### src/common/fesf_regs.svh
// Functional notes
// - host polls erase status at an erasing, unprotected sector address.
// - poll bit may turn valid before lower bits; host re-reads before trusting.
// - overprogramming locks the algorithm; host sees fail and issues reset sequence.
// - host samples erase window bit before and after each extra sector erase; the controller never tests bit 3, it only returns it in RDATA.
// - after buffer abort reads 1 host issues the abort reset sequence.
// - host reads toggle twice, then checks time-limit bit and re-tests toggle.
`ifndef FESF_REGS_SVH
`define FESF_REGS_SVH

// ==========================================================
// register offsets
`define FESF_OFF_CTRL   12'h000
`define FESF_OFF_ADDR   12'h004
`define FESF_OFF_WDATA  12'h008
`define FESF_OFF_RDATA  12'h00c
`define FESF_OFF_STAT   12'h010

// ==========================================================
// field positions
`define FESF_CTRL_GO      0
`define FESF_CTRL_CMD_LO  1
`define FESF_CTRL_CMD_HI  2
`define FESF_CTRL_BUF     3
`define FESF_STAT_DONE    1
`define FESF_RESET_VAL    32'h0000_0000

// ==========================================================
// status bits on the flash data lines
`define FESF_BIT_POLL    7
`define FESF_BIT_TOGGLE  6
`define FESF_BIT_TLFAIL  5
`define FESF_BIT_WINDOW  3
`define FESF_BIT_STOGGLE 2
`define FESF_BIT_ABORT   1

// ==========================================================
// widths and timing
`define FESF_AW        21
`define FESF_DW        16
`define FESF_CNT_W     8
`define FESF_CLK_NS    5
`define FESF_T_ACC_NS  100
`define FESF_T_WP_NS   50
`define FESF_T_GAP_NS  20
`define FESF_SYNC_CYC  4
`define FESF_ACC_CYC   ((`FESF_T_ACC_NS + `FESF_CLK_NS - 1) / `FESF_CLK_NS)
`define FESF_WP_CYC    ((`FESF_T_WP_NS + `FESF_CLK_NS - 1) / `FESF_CLK_NS)
`define FESF_GAP_CYC   ((`FESF_T_GAP_NS + `FESF_CLK_NS - 1) / `FESF_CLK_NS)

`endif

### src/common/fesf_pkg.sv
package fesf_pkg;

	typedef enum logic [1:0] {
		FESF_CMD_WRITE,
		FESF_CMD_READ,
		FESF_CMD_TOGGLE,
		FESF_CMD_DPOLL
	} fesf_cmd_t;

	typedef enum logic [1:0] {
		FESF_RES_OK,
		FESF_RES_FAIL,
		FESF_RES_ABORT,
		FESF_RES_NONE
	} fesf_res_t;

	typedef enum logic [2:0] {
		FESF_ST_IDLE,
		FESF_ST_WR,
		FESF_ST_WREND,
		FESF_ST_RD,
		FESF_ST_RDEND,
		FESF_ST_EVAL
	} fesf_state_t;

endpackage

### src/hdl/fesf_pin_sync.sv
`timescale 1ns/1ps
module fesf_pin_sync #(
	parameter int W = 16
) (
	input  wire logic         clk_sys,
	input  wire logic         rstN,
	input  wire logic [W-1:0] pinIn,
	output logic      [W-1:0] pinStable
);

	logic [W-1:0] ff1_r;
	logic [W-1:0] ff2_r;
	logic [W-1:0] ff3_r;
	logic [W-1:0] stable_r;

	// ==========================================================
	// three stages, accept once stages two and three agree
	always_ff @(posedge clk_sys or negedge rstN) begin
		if (!rstN) begin
			ff1_r    <= '0;
			ff2_r    <= '0;
			ff3_r    <= '0;
			stable_r <= '0;
		end else begin
			ff1_r <= pinIn;
			ff2_r <= ff1_r;
			ff3_r <= ff2_r;
			for (int i = 0; i < W; i++) begin
				if (ff2_r[i] == ff3_r[i]) begin
					stable_r[i] <= ff3_r[i];
				end
			end
		end
	end

	assign pinStable = stable_r;

endmodule // fesf_pin_sync

### src/hdl/fesf_poll_ctrl.sv
`timescale 1ns/1ps
`include "fesf_regs.svh"
module fesf_poll_ctrl
	import fesf_pkg::*;
(
	input  wire logic                 clk_sys,
	input  wire logic                 resetn,
	input  wire logic                 psel,
	input  wire logic                 penable,
	input  wire logic                 pwrite,
	input  wire logic [11:0]          paddr,
	input  wire logic [31:0]          pwdata,
	output logic      [31:0]          prdata,
	output logic                      pready,
	output logic                      pslverr,
	output logic      [`FESF_AW-1:0]  flashAddr,
	output logic                      flashCeN,
	output logic                      flashOeN,
	output logic                      flashWeN,
	input  wire logic [`FESF_DW-1:0]  flashDqIn,
	output logic      [`FESF_DW-1:0]  flashDqOut,
	output logic                      flashDqOe
);

	localparam logic [`FESF_CNT_W-1:0] RD_END  = `FESF_CNT_W'(`FESF_ACC_CYC + `FESF_SYNC_CYC - 1);
	localparam logic [`FESF_CNT_W-1:0] WP_END  = `FESF_CNT_W'(`FESF_WP_CYC - 1);
	localparam logic [`FESF_CNT_W-1:0] GAP_END = `FESF_CNT_W'(`FESF_GAP_CYC - 1);

	logic                    rstMeta_r;
	logic                    rstN;
	logic [`FESF_DW-1:0]     dqStable;
	fesf_state_t             state_r;
	fesf_cmd_t               cmd_r;
	fesf_res_t               res_r;
	fesf_res_t               res_nxt;
	logic [`FESF_CNT_W-1:0]  cnt_r;
	logic                    bufMode_r;
	logic                    expPoll_r;
	logic                    havePrev_r;
	logic                    havePrev_nxt;
	logic                    dq5Seen_r;
	logic                    dq5Seen_nxt;
	logic                    finalRd_r;
	logic                    finalRd_nxt;
	logic [`FESF_DW-1:0]     prev_r;
	logic [`FESF_DW-1:0]     prev_nxt;
	logic [`FESF_DW-1:0]     sample_r;
	logic [`FESF_DW-1:0]     rdata_r;
	logic                    done_r;
	logic                    again;
	logic                    finish;
	logic [`FESF_AW-1:0]     addrReg_r;
	logic [`FESF_DW-1:0]     wdataReg_r;
	logic [`FESF_AW-1:0]     addrOut_r;
	logic [`FESF_DW-1:0]     dqOut_r;
	logic                    dqOe_r;
	logic                    ceN_r;
	logic                    oeN_r;
	logic                    weN_r;
	logic [31:0]             prdata_r;
	logic                    pready_r;
	logic                    pslverr_r;
	logic                    apbSetup;
	logic                    apbDone;
	logic                    mapped;
	logic [31:0]             rdMux;
	logic                    go;
	logic                    doneClr;
	fesf_cmd_t               goCmd;

	// ==========================================================
	// reset release
	always_ff @(posedge clk_sys or negedge resetn) begin
		if (!resetn) begin
			rstMeta_r <= 1'b0;
			rstN      <= 1'b0;
		end else begin
			rstMeta_r <= 1'b1;
			rstN      <= rstMeta_r;
		end
	end

	fesf_pin_sync #(.W(`FESF_DW)) u_dq_sync (
		.clk_sys   (clk_sys),
		.rstN      (rstN),
		.pinIn     (flashDqIn),
		.pinStable (dqStable)
	);

	// ==========================================================
	// apb slave
	assign apbSetup = psel & ~penable;
	assign apbDone  = psel & penable & pready_r;
	assign goCmd    = fesf_cmd_t'(pwdata[`FESF_CTRL_CMD_HI:`FESF_CTRL_CMD_LO]);
	assign go       = apbDone & pwrite & ~pslverr_r & (paddr == `FESF_OFF_CTRL)
	                  & pwdata[`FESF_CTRL_GO] & (state_r == FESF_ST_IDLE);
	assign doneClr  = apbDone & pwrite & (paddr == `FESF_OFF_STAT) & pwdata[`FESF_STAT_DONE];

	always_comb begin
		mapped = 1'b1;
		rdMux  = `FESF_RESET_VAL;
		unique case (paddr)
			`FESF_OFF_CTRL:  rdMux = 32'({bufMode_r, cmd_r, 1'b0});
			`FESF_OFF_ADDR:  rdMux = 32'(addrReg_r);
			`FESF_OFF_WDATA: rdMux = 32'(wdataReg_r);
			`FESF_OFF_RDATA: rdMux = 32'(rdata_r);
			`FESF_OFF_STAT:  rdMux = 32'({res_r, done_r, (state_r != FESF_ST_IDLE)});
			default:         mapped = 1'b0;
		endcase
	end

	always_ff @(posedge clk_sys or negedge rstN) begin
		if (!rstN) begin
			pready_r   <= 1'b0;
			pslverr_r  <= 1'b0;
			prdata_r   <= `FESF_RESET_VAL;
			addrReg_r  <= '0;
			wdataReg_r <= '0;
		end else begin
			pready_r <= apbSetup;
			if (apbSetup) begin
				prdata_r  <= pwrite ? `FESF_RESET_VAL : rdMux;
				pslverr_r <= ~mapped;
			end else if (apbDone) begin
				pslverr_r <= 1'b0;
			end
			if (apbDone && pwrite && paddr == `FESF_OFF_ADDR) begin
				addrReg_r <= pwdata[`FESF_AW-1:0];
			end
			if (apbDone && pwrite && paddr == `FESF_OFF_WDATA) begin
				wdataReg_r <= pwdata[`FESF_DW-1:0];
			end
		end
	end

	// ==========================================================
	// poll decision
	always_comb begin
		again        = 1'b0;
		finish       = 1'b0;
		res_nxt      = res_r;
		prev_nxt     = prev_r;
		havePrev_nxt = havePrev_r;
		dq5Seen_nxt  = dq5Seen_r;
		finalRd_nxt  = finalRd_r;
		if (finalRd_r || cmd_r == FESF_CMD_READ || cmd_r == FESF_CMD_WRITE) begin
			finish = 1'b1;
		end else if (cmd_r == FESF_CMD_TOGGLE && !havePrev_r) begin
			prev_nxt     = sample_r;
			havePrev_nxt = 1'b1;
			again        = 1'b1;
		end else if ((cmd_r == FESF_CMD_TOGGLE &&
		              sample_r[`FESF_BIT_TOGGLE] == prev_r[`FESF_BIT_TOGGLE]) ||
		             (cmd_r == FESF_CMD_DPOLL &&
		              sample_r[`FESF_BIT_POLL] == expPoll_r)) begin
			res_nxt     = FESF_RES_OK;
			finalRd_nxt = 1'b1;
			again       = 1'b1;
		end else if (bufMode_r && sample_r[`FESF_BIT_ABORT]) begin
			res_nxt = FESF_RES_ABORT;
			finish  = 1'b1;
		end else if (dq5Seen_r) begin
			res_nxt = FESF_RES_FAIL;
			finish  = 1'b1;
		end else begin
			dq5Seen_nxt = sample_r[`FESF_BIT_TLFAIL];
			prev_nxt    = sample_r;
			again       = 1'b1;
		end
	end

	// ==========================================================
	// flash cycle sequencer
	always_ff @(posedge clk_sys or negedge rstN) begin
		if (!rstN) begin
			state_r    <= FESF_ST_IDLE;
			cmd_r      <= FESF_CMD_WRITE;
			res_r      <= FESF_RES_NONE;
			cnt_r      <= '0;
			bufMode_r  <= 1'b0;
			expPoll_r  <= 1'b0;
			havePrev_r <= 1'b0;
			dq5Seen_r  <= 1'b0;
			finalRd_r  <= 1'b0;
			prev_r     <= '0;
			sample_r   <= '0;
			rdata_r    <= '0;
			done_r     <= 1'b0;
			addrOut_r  <= '0;
			dqOut_r    <= '0;
			dqOe_r     <= 1'b0;
			ceN_r      <= 1'b1;
			oeN_r      <= 1'b1;
			weN_r      <= 1'b1;
		end else begin
			if (doneClr) begin
				done_r <= 1'b0;
			end
			unique case (state_r)
				FESF_ST_IDLE: begin
					if (go) begin
						cmd_r      <= goCmd;
						bufMode_r  <= pwdata[`FESF_CTRL_BUF];
						res_r      <= FESF_RES_NONE;
						addrOut_r  <= addrReg_r;
						dqOut_r    <= wdataReg_r;
						expPoll_r  <= wdataReg_r[`FESF_BIT_POLL];
						havePrev_r <= 1'b0;
						dq5Seen_r  <= 1'b0;
						finalRd_r  <= 1'b0;
						cnt_r      <= '0;
						ceN_r      <= 1'b0;
						if (goCmd == FESF_CMD_WRITE) begin
							weN_r   <= 1'b0;
							dqOe_r  <= 1'b1;
							state_r <= FESF_ST_WR;
						end else begin
							oeN_r   <= 1'b0;
							state_r <= FESF_ST_RD;
						end
					end
				end
				FESF_ST_WR: begin
					cnt_r <= cnt_r + 1'b1;
					if (cnt_r == WP_END) begin
						weN_r   <= 1'b1;
						ceN_r   <= 1'b1;
						cnt_r   <= '0;
						state_r <= FESF_ST_WREND;
					end
				end
				FESF_ST_WREND: begin
					cnt_r <= cnt_r + 1'b1;
					if (cnt_r == GAP_END) begin
						dqOe_r  <= 1'b0;
						res_r   <= FESF_RES_OK;
						done_r  <= 1'b1;
						state_r <= FESF_ST_IDLE;
					end
				end
				FESF_ST_RD: begin
					cnt_r <= cnt_r + 1'b1;
					if (cnt_r == RD_END) begin
						sample_r <= dqStable;
						oeN_r    <= 1'b1;
						ceN_r    <= 1'b1;
						cnt_r    <= '0;
						state_r  <= FESF_ST_RDEND;
					end
				end
				FESF_ST_RDEND: begin
					cnt_r <= cnt_r + 1'b1;
					if (cnt_r == GAP_END) begin
						state_r <= FESF_ST_EVAL;
					end
				end
				FESF_ST_EVAL: begin
					prev_r     <= prev_nxt;
					havePrev_r <= havePrev_nxt;
					dq5Seen_r  <= dq5Seen_nxt;
					finalRd_r  <= finalRd_nxt;
					res_r      <= (cmd_r == FESF_CMD_READ) ? FESF_RES_OK : res_nxt;
					cnt_r      <= '0;
					if (again) begin
						ceN_r   <= 1'b0;
						oeN_r   <= 1'b0;
						state_r <= FESF_ST_RD;
					end else if (finish) begin
						// window bit visible in read data
						rdata_r <= sample_r;
						done_r  <= 1'b1;
						state_r <= FESF_ST_IDLE;
					end
				end
			endcase
		end
	end

	// ==========================================================
	// outputs
	assign prdata     = prdata_r;
	assign pready     = pready_r;
	assign pslverr    = pslverr_r;
	assign flashAddr  = addrOut_r;
	assign flashCeN   = ceN_r;
	assign flashOeN   = oeN_r;
	assign flashWeN   = weN_r;
	assign flashDqOut = dqOut_r;
	assign flashDqOe  = dqOe_r;

endmodule // fesf_poll_ctrl

### config.mk
export PLATFORM = sky130hd
export DESIGN_NAME = fesf_poll_ctrl
export DESIGN_NICKNAME = d
export VERILOG_FILES = /design/src/common/fesf_pkg.sv /design/src/hdl/fesf_pin_sync.sv /design/src/hdl/fesf_poll_ctrl.sv
export VERILOG_INCLUDE_DIRS = /design/src /design/src/common
export SDC_FILE = /design/constraint.sdc
export NUM_CORES = 1
export LEC_CHECK = 0
export ABC_AREA = 1
export BUFFER_PORTS_ARGS = -buffer_cell sky130_fd_sc_hd__buf_2
export CORE_MARGIN = 2
export CORE_UTILIZATION = 39
export CTS_CLUSTER_SIZE = 40
export DETAILED_ROUTE_END_ITERATION = 10
export PLACE_DENSITY = 0.68
export SYNTH_ARGS = -nofsm -noshare
export SYNTH_HDL_FRONTEND = slang
export SYNTH_SLANG_ARGS = --single-unit
### constraint.sdc
create_clock -name clk_sys -period 12.3 [get_ports clk_sys]
set_input_delay 2.46 -clock clk_sys [delete_from_list [all_inputs] [get_ports clk_sys]]
set_output_delay 2.46 -clock clk_sys [all_outputs]
set_load 0.01 [all_outputs]
==> results.md, run 1 <==
- Outcome: completed
- Synth top area share: ~60%
- Register area: 0.00552 mm2
- EDFF count, synth: 0
- Via Count: approximately 6500
- IO Port Bufs: between 100 and 150
- Net Sw Power: roughly 530 uW
- Setup Skew: ~0.015 ns
- Synth Instances: approximately 950
- Max_cap viols: 0
- Largest net degree at the start of global routing: roughly 80
- Worst EP arrival: ~5.4 ns
- VDD IR max: ~0.096 mV
- Area of the multi-input gates: a little under 0.003 mm2
- WL/cell: 14.5 um
- Unrepaired setup endpoints after global routing: false
- Clock network power share: about two fifths
- Sequential share of power: 45.3%
- # rows: between 50 and 60
- Initial antenna violation count: 2
- Setup TNS: 0 ns
- DRT Wirelength: roughly 20000 um
- Slew Limit Headroom: roughly a fifth
- Die height: 156 um
- Post-CTS Resized: 0
- Register area share after synthesis: 61.2%
- Switch share: between 20% and 30%
- Starting Density: a little under 40%
- Die width: ~160 um
- # DRC: 0
- CORE AREA: about 0.023 mm2
- CTS tree: built
- Post-synth top flop: dfrtp_1
- Setup violations, final: 0
- DR pass1 iterations: 5
- Mapped cell area: ~0.009 mm2
- CP Cell Sequence: buf_2 -> nor2_1 -> nand2_1 -> nor2_4 -> nand2_2 -> nor2_2 -> o21ai_0
- # diodes: 0
- CTS sink cnt: 220
- Worst slew pin tran: 1.21 ns
- First-pass GRT wire length: around 33000 um
- Final global-route overflow total: 0
- CP Launch Type: primary input
- Clock root buffer: clkbuf_16
- Clk_lat worst skew: 0.51 ns
- Top post-synthesis cells by count: 242 x nand2_1, 215 x dfrtp_1, 91 x o21ai_0
- GRT Total Usage: ~17%
- Setup Buffers After CTS: 0
- Top Ports: 140
- Final Hold Viols: 0
- DP HPWL: around 13000 um
- Critical path's slowest cell: nor2_2
- Crit path time final: around 5.0 ns
- H-tree depth: 1
- Largest area contributor in the netlist: dfrtp_1
- CTS Buf Count: 24
- Area growth syn-to-layout: 17.1%
- Synthesis Warnings: 0
- Final net count: approximately 1100
- Synth area leaders: dfrtp_1 60%, nand2_1 10%, o21ai_0 5.1%
- Vias in the first global route: 6315
- Routed vias/inst: approximately 4.7
- Pint: 1330 uW
- Leak pwr: between 0.005 and 0.006 uW
- Logic pwr share: between 15 and 20%
- Cts hold-fix bufs: 0
- Final Wtd Congestion: 0.875
- Post-route clock period utilization: about 41%
- #FFs+latches synth: between 200 and 250
- WHS: ~0.35 ns
- Fin. max-slew vios: 0
- Fmax: around 200 MHz
- Layout fillers: about 2200
- Slowest stage delay, CP: about 1.0 ns
- Post-synthesis cell type count: 38
- Syn Area/Cell: between 9 and 10 um2
- CTS Buffer Depth: 3
- CP Capture Type: flop
- Critical path fanouts, max: 32
- Critical path required time: roughly 13 ns
- CTS clk-pin slew, worst paths: ~0.06 ns
- PwrDens: around 180 mW/mm2
- Die footprint: ~0.024 mm2
- Count leader, synth: nand2_1
- Initial drt markers: 484
- Layout cells sized above 1: 19.0%
- WS Path Type: in -> reg
- Ys async rst share: 100%
- Hold Crit Class: reg -> reg
- Antenna Nets Post-Route: 0
[kinds of logic after synthesis]
family / Yosys count / share of synthesized area [%]
other: 2 / 0.0834
XOR/XNOR: 2 / 0.194
flip-flops: 220 / 61.2
AO/OA/AOI/OAI: 165 / 9.57
buffers and inverters: 141 / 7.17
adder cells (fa/ha/maj): 18 / 2.06
AND/OR/NAND/NOR: 404 / 19.8
[cell usage in the layout, fill, tap and decap left out, types with 2 or more instances in the layout]
cell type and n:
dfstp_2 5, nor3_1 3, ha_1 2, bufinv_16 2
nor3_2 3, buf_2 117, dfrtp_1 214, o21ai_1 40
clkbuf_1 7, nand2_2 8, maj3_1 16, clkbuf_16 25
nor2_2 7, o21ai_0 91, inv_2 8, nand2_1 242
a21oi_1 22, nand4_1 10, o31ai_1 3, o22ai_1 2
xor2_1 2, clkbuf_8 4, conb_1 12, buf_4 4
nor2_4 8, clkinv_2 5, inv_1 88, o21a_1 5
nor2_1 65, nand3_1 50
[power groups by stage]
stage	Sequential [uW]	Clock, uW	Combinational [uW]
after floorplan	849	0	221
after global placement	852	0	288
after CTS	841	738	299
after detailed placement	854	0	297
after global routing	851	772	338
final	841	719	298
[through the flow]
stage / cells / total power, uW / instance area [um2] / worst slack (ns) / util, %
after floorplan: 962 / 1070 / 9050 / 5.72 / -
after global placement: 1324 / 1140 / 9750 / 6.77 / 43.1
after detailed placement: 1324 / 1150 / 9750 / 6.75 / 43.1
after CTS: 1368 / 1880 / 10500 / 7.28 / 46.6
after global routing: 1368 / 1960 / 10500 / 7.06 / 46.6
final: 1368 / 1860 / 10500 / 7.28 / 46.6
[worst max-delay path: cells and delay by family]
kind | cells | cell delay (ns)
buf+inv | 1 | 0.10
simple gates | 5 | 2.58
compound gates | 1 | 0.21
[path summary, 6_finish.rpt]
kind | startpoint | endpoint | slack, ns | cells past startpoint
min | u_dq_sync.ff1_r[3]$_DFF_PN0_ | u_dq_sync.ff2_r[3]$_DFF_PN0_ | 0.35 | 0
max in group asynchronous | rstN$_DFF_PN0_ | prdata[18]$_DFFE_PN0P_ | 10.32 | 1
min reg2reg | u_dq_sync.ff1_r[3]$_DFF_PN0_ | u_dq_sync.ff2_r[3]$_DFF_PN0_ | 0.35 | 0
max | paddr[7] | wdataReg_r[13]$_DFFE_PN0P_ | 7.28 | 7
min in group asynchronous | rstN$_DFF_PN0_ | u_dq_sync.pinStable[5]$_DFFE_PN0N_ | 0.47 | 0
max reg2reg | pready$_DFF_PN0_ | flashAddr[7]$_DFFE_PN0P_ | 10.07 | 9
[flip-flops by register name (all words and copies together), names as in the netlist, 2 cells and up]
signal and cells:
prdata 21, u_dq_sync.ff1_r 16, sample_r 16, flashDqOut 16
cnt_r 8, res_r 2, cmd_r 2, flashAddr 21
u_dq_sync.ff2_r 16, addrReg_r 21, state_r 3, u_dq_sync.pinStable 16
wdataReg_r 16, rdata_r 16, u_dq_sync.ff3_r 16
[area by class of cell]
| class | instances | area share [%] |
|---|---|---|
| Sequential cell | 220 | 52.3 |
| Timing Repair Buffer | 121 | 5.84 |
| Clock buffer | 36 | 6.70 |
| Inverter | 97 | 3.48 |
| Clock inverter | 8 | 0.878 |
| Tap cell | 285 | 3.38 |
| Multi-Input combinational cell | 601 | 27.4 |
[per-layer routing]
metal	wire (um)	GRT usage, %
met4	440	4.76
met3	1180	3.58
met5	25	0
met1	9120	23.3
met2	9050	26.2
No activity file was read; power rests on OpenSTA's default activity.
==> run 2, diff against run 1 <==
==> constraint.sdc (replaced) <==
create_clock -name clk_sys -period 4.7 [get_ports clk_sys]
set_input_delay 0.94 -clock clk_sys [delete_from_list [all_inputs] [get_ports clk_sys]]
set_output_delay 0.94 -clock clk_sys [all_outputs]
set_load 0.01 [all_outputs]
==> run 2 against run 1 <==
Against the previous run:
- first-iteration DRC count down 9.5%
- cell count up 0.29%
- register-to-register slack worse by 7.8 ns
- critical endpoint is now flashDqOut[7]$_DFFE_PN0P_
- largest power group unchanged
- highest routed layer unchanged
==> results.md, run 2 (synthesized netlist as in run 1, its figures left out) <==
- Starting Density: 39.8% (unchanged)
- Reg2Reg Depth: 6 (was 9)
- IO Port Bufs: 117 (unchanged)
- Via Count: 6563 (was 6493)
- Commonest non-fill, non-tap cell in the layout: nand2_1 (unchanged)
- # rows: 55 (unchanged)
- WS Path Type: in -> reg (unchanged)
- Final global-route overflow total: 0 (unchanged)
- Die height: 156 um (unchanged)
- Critical path's slowest cell: nor2_4 (was nor2_2)
- Post-CTS Resized: 0 (unchanged)
- Slowest stage delay, CP: 0.70 ns (was 1.04 ns)
- Critical path fanouts, max: 34 (was 32)
- Clock network power share: 39.1% (was 38.7%)
- Placed Area: 0.00979 mm2 (was 0.00975 mm2)
- CTS sink cnt: 220 (unchanged)
- Top Ports: 140 (unchanged)
- Cts hold-fix bufs: 0 (unchanged)
- VDD IR max: 0.250 mV (was 0.0955 mV)
- Layout cells sized above 1: 19.4% (was 19.0%)
- Hold Crit Class: in -> async (was reg -> reg)
- Setup Skew: 0.0151 ns (was 0.0150 ns)
- Total power draw: 4880 uW (was 1860 uW)
- Clk_lat worst skew: 0.51 ns (about the same)
- Setup TNS: 0 ns (unchanged)
- CP Capture Point: flashDqOut[7]$_DFFE_PN0P_ (was wdataReg_r[13]$_DFFE_PN0P_)
- Register area: 0.00552 mm2 (unchanged)
- Logic pwr share: 15.9% (was 16.0%)
- Initial drt markers: 438 (was 484)
- Crit-path leading delay family: simple AND/OR/NAND/NOR gates (unchanged)
- Net Sw Power: 1360 uW (was 530 uW)
- Die width: 156 um (unchanged)
- Antenna Nets Post-Route: 0 (unchanged)
- Area growth syn-to-layout: 17.8% (was 17.1%)
- Layout fillers: 2044 (was 2156)
- CTS Buf Count: 24 (unchanged)
- CTS tree: built (unchanged)
- Setup Buffers After CTS: 0 (unchanged)
- DR pass1 iterations: 5 (unchanged)
- # diodes: 0 (unchanged)
- Worst EP arrival: 3.06 ns (was 5.36 ns)
- CP Buf/Inv Count: 2 (was 1)
- H-tree depth: 1 (unchanged)
- First-pass GRT wire length: 32000 um (was 32600 um)
- Switch share: 27.9% (was 28.5%)
- Final Hold Viols: 0 (unchanged)
- Pint: 3520 uW (was 1330 uW)
- Final net count: 1137 (was 1132)
- CP dominant cell by count: nor2_4
- CORE AREA: 0.0226 mm2 (unchanged)
- Outcome: completed (unchanged)
- Crit path from: paddr[1] (was paddr[7])
- DRT Wirelength: 19700 um (was 19800 um)
- Routed vias/inst: 4.78 (was 4.75)
- CTS clk-pin slew, worst paths: 0.06 ns (about the same)
- R2R Path Start: pslverr$_DFFE_PN0P_ (was pready$_DFF_PN0_)
- Final Instance Area: 0.0106 mm2 (was 0.0105 mm2)
- Slew Limit Headroom: 31.5% (was 19.0%)
- Critical path required time: 5.07 ns (was 12.64 ns)
- DP HPWL: 13600 um (was 13400 um)
- Clock root buffer: clkbuf_16 (unchanged)
- Sequential share of power: 45.0% (was 45.3%)
- R2R Setup Slk: 2.25 ns (was 10.07 ns)
- Area of the multi-input gates: 0.00289 mm2 (about the same)
- Largest net degree at the start of global routing: 85 (was 78)
- Fmax: approximately 370 MHz
- WP depth: 8 (was 7)
- PwrDens: 460 mW/mm2 (was 176 mW/mm2)
- Final Wtd Congestion: 0.886 (was 0.875)
- Fin. max-slew vios: 0 (unchanged)
- CTS Buffer Depth: 3 (unchanged)
- Initial antenna violation count: 2 (unchanged)
- CP Capture Type: flop (unchanged)
- CP Launch Type: primary input (unchanged)
- Crit path time final: about 2.7 ns
- GRT Total Usage: 16.4% (was 16.6%)
- # DRC: 0 (unchanged)
- RR Endpoint: flashDqOut[7]$_DFFE_PN0P_ (was flashAddr[7]$_DFFE_PN0P_)
- Leak pwr: 0.00551 uW (was 0.00547 uW)
- Vias in the first global route: 6302 (was 6315)
- Most frequent cells in the layout: 242 x nand2_1, 214 x dfrtp_1, 117 x buf_2, 91 x o21ai_0, 88 x inv_1 (unchanged)
- CP Cell Sequence: buf_2 -> nor2_2 -> nand2_2 -> nor2_4 -> nand3_4 -> nor2_4 -> buf_4 -> o21ai_0 (was buf_2 -> nor2_1 -> nand2_1 -> nor2_4 -> nand2_2 -> nor2_2 -> o21ai_0)
- Setup violations, final: 0 (unchanged)
- Die footprint: 0.0243 mm2 (unchanged)
- WL/cell: 14.3 um (was 14.5 um)
- Max_cap viols: 0 (unchanged)
- Worst slew pin tran: 1.02 ns (was 1.21 ns)
- Post-route clock period utilization: between 50% and 60%
- Unrepaired setup endpoints after global routing: false (unchanged)
[run 2: power groups by stage]
stage / sequential (uW) / clock, uW / combinational [uW]
2_1_floorplan: 2220 / 0 / 579
3_3_place_gp: 2230 / 0 / 757
3_5_place_dp: 2230 / 0 / 778
4_1_cts: 2200 / 1960 / 781
5_1_grt: 2210 / 2050 / 872
6_report: 2200 / 1910 / 776
[run 2: how the worst min path moves through the flow]
stage                                        end  slack (ns)
floorplan                         rstN$_DFF_PN0_        0.33
global placement    u_dq_sync.ff2_r[5]$_DFF_PN0_        0.25
detailed placement  u_dq_sync.ff2_r[5]$_DFF_PN0_        0.25
CTS                               rstN$_DFF_PN0_        0.19
global route                      rstN$_DFF_PN0_        0.19
finish                            rstN$_DFF_PN0_        0.21
[run 2: worst reg2reg max path: stages, from the launching register on]
cell	delay (ns)
dfrtp_1	0.40
or2_1	0.23
nor2_1	0.18
nand3_4	0.31
nor2_4	0.70
buf_4	0.35
o21ai_0	0.13
[run 2: layout make-up]
cell class	instances	share of cell area, %
Timing Repair Buffer	126	6.27
Inverter	97	3.45
Clock buffer	34	6.59
Sequential cell	220	52.0
Tap cell	285	3.36
Clock inverter	9	1.13
Multi-Input combinational cell	601	27.2
[run 2: stage by stage]
step	hold slack [ns]	util [%]	std cells	setup slack, ns
3_5_place_dp	0.252	43.3	1329	1.49
2_1_floorplan	0.331	-	962	1.09
5_1_grt	0.193	46.9	1372	1.84
3_3_place_gp	0.252	43.3	1329	1.51
4_1_cts	0.192	46.9	1372	2.01
6_report	0.212	46.9	1372	2.01
[run 2: layer usage]
layer / GRT usage [%] / share of wire, %
met4: 5.20 / 2.6
met1: 23.1 / 47
met2: 25.3 / 44
met3: 3.64 / 6.6
met5: 0 / 0.14
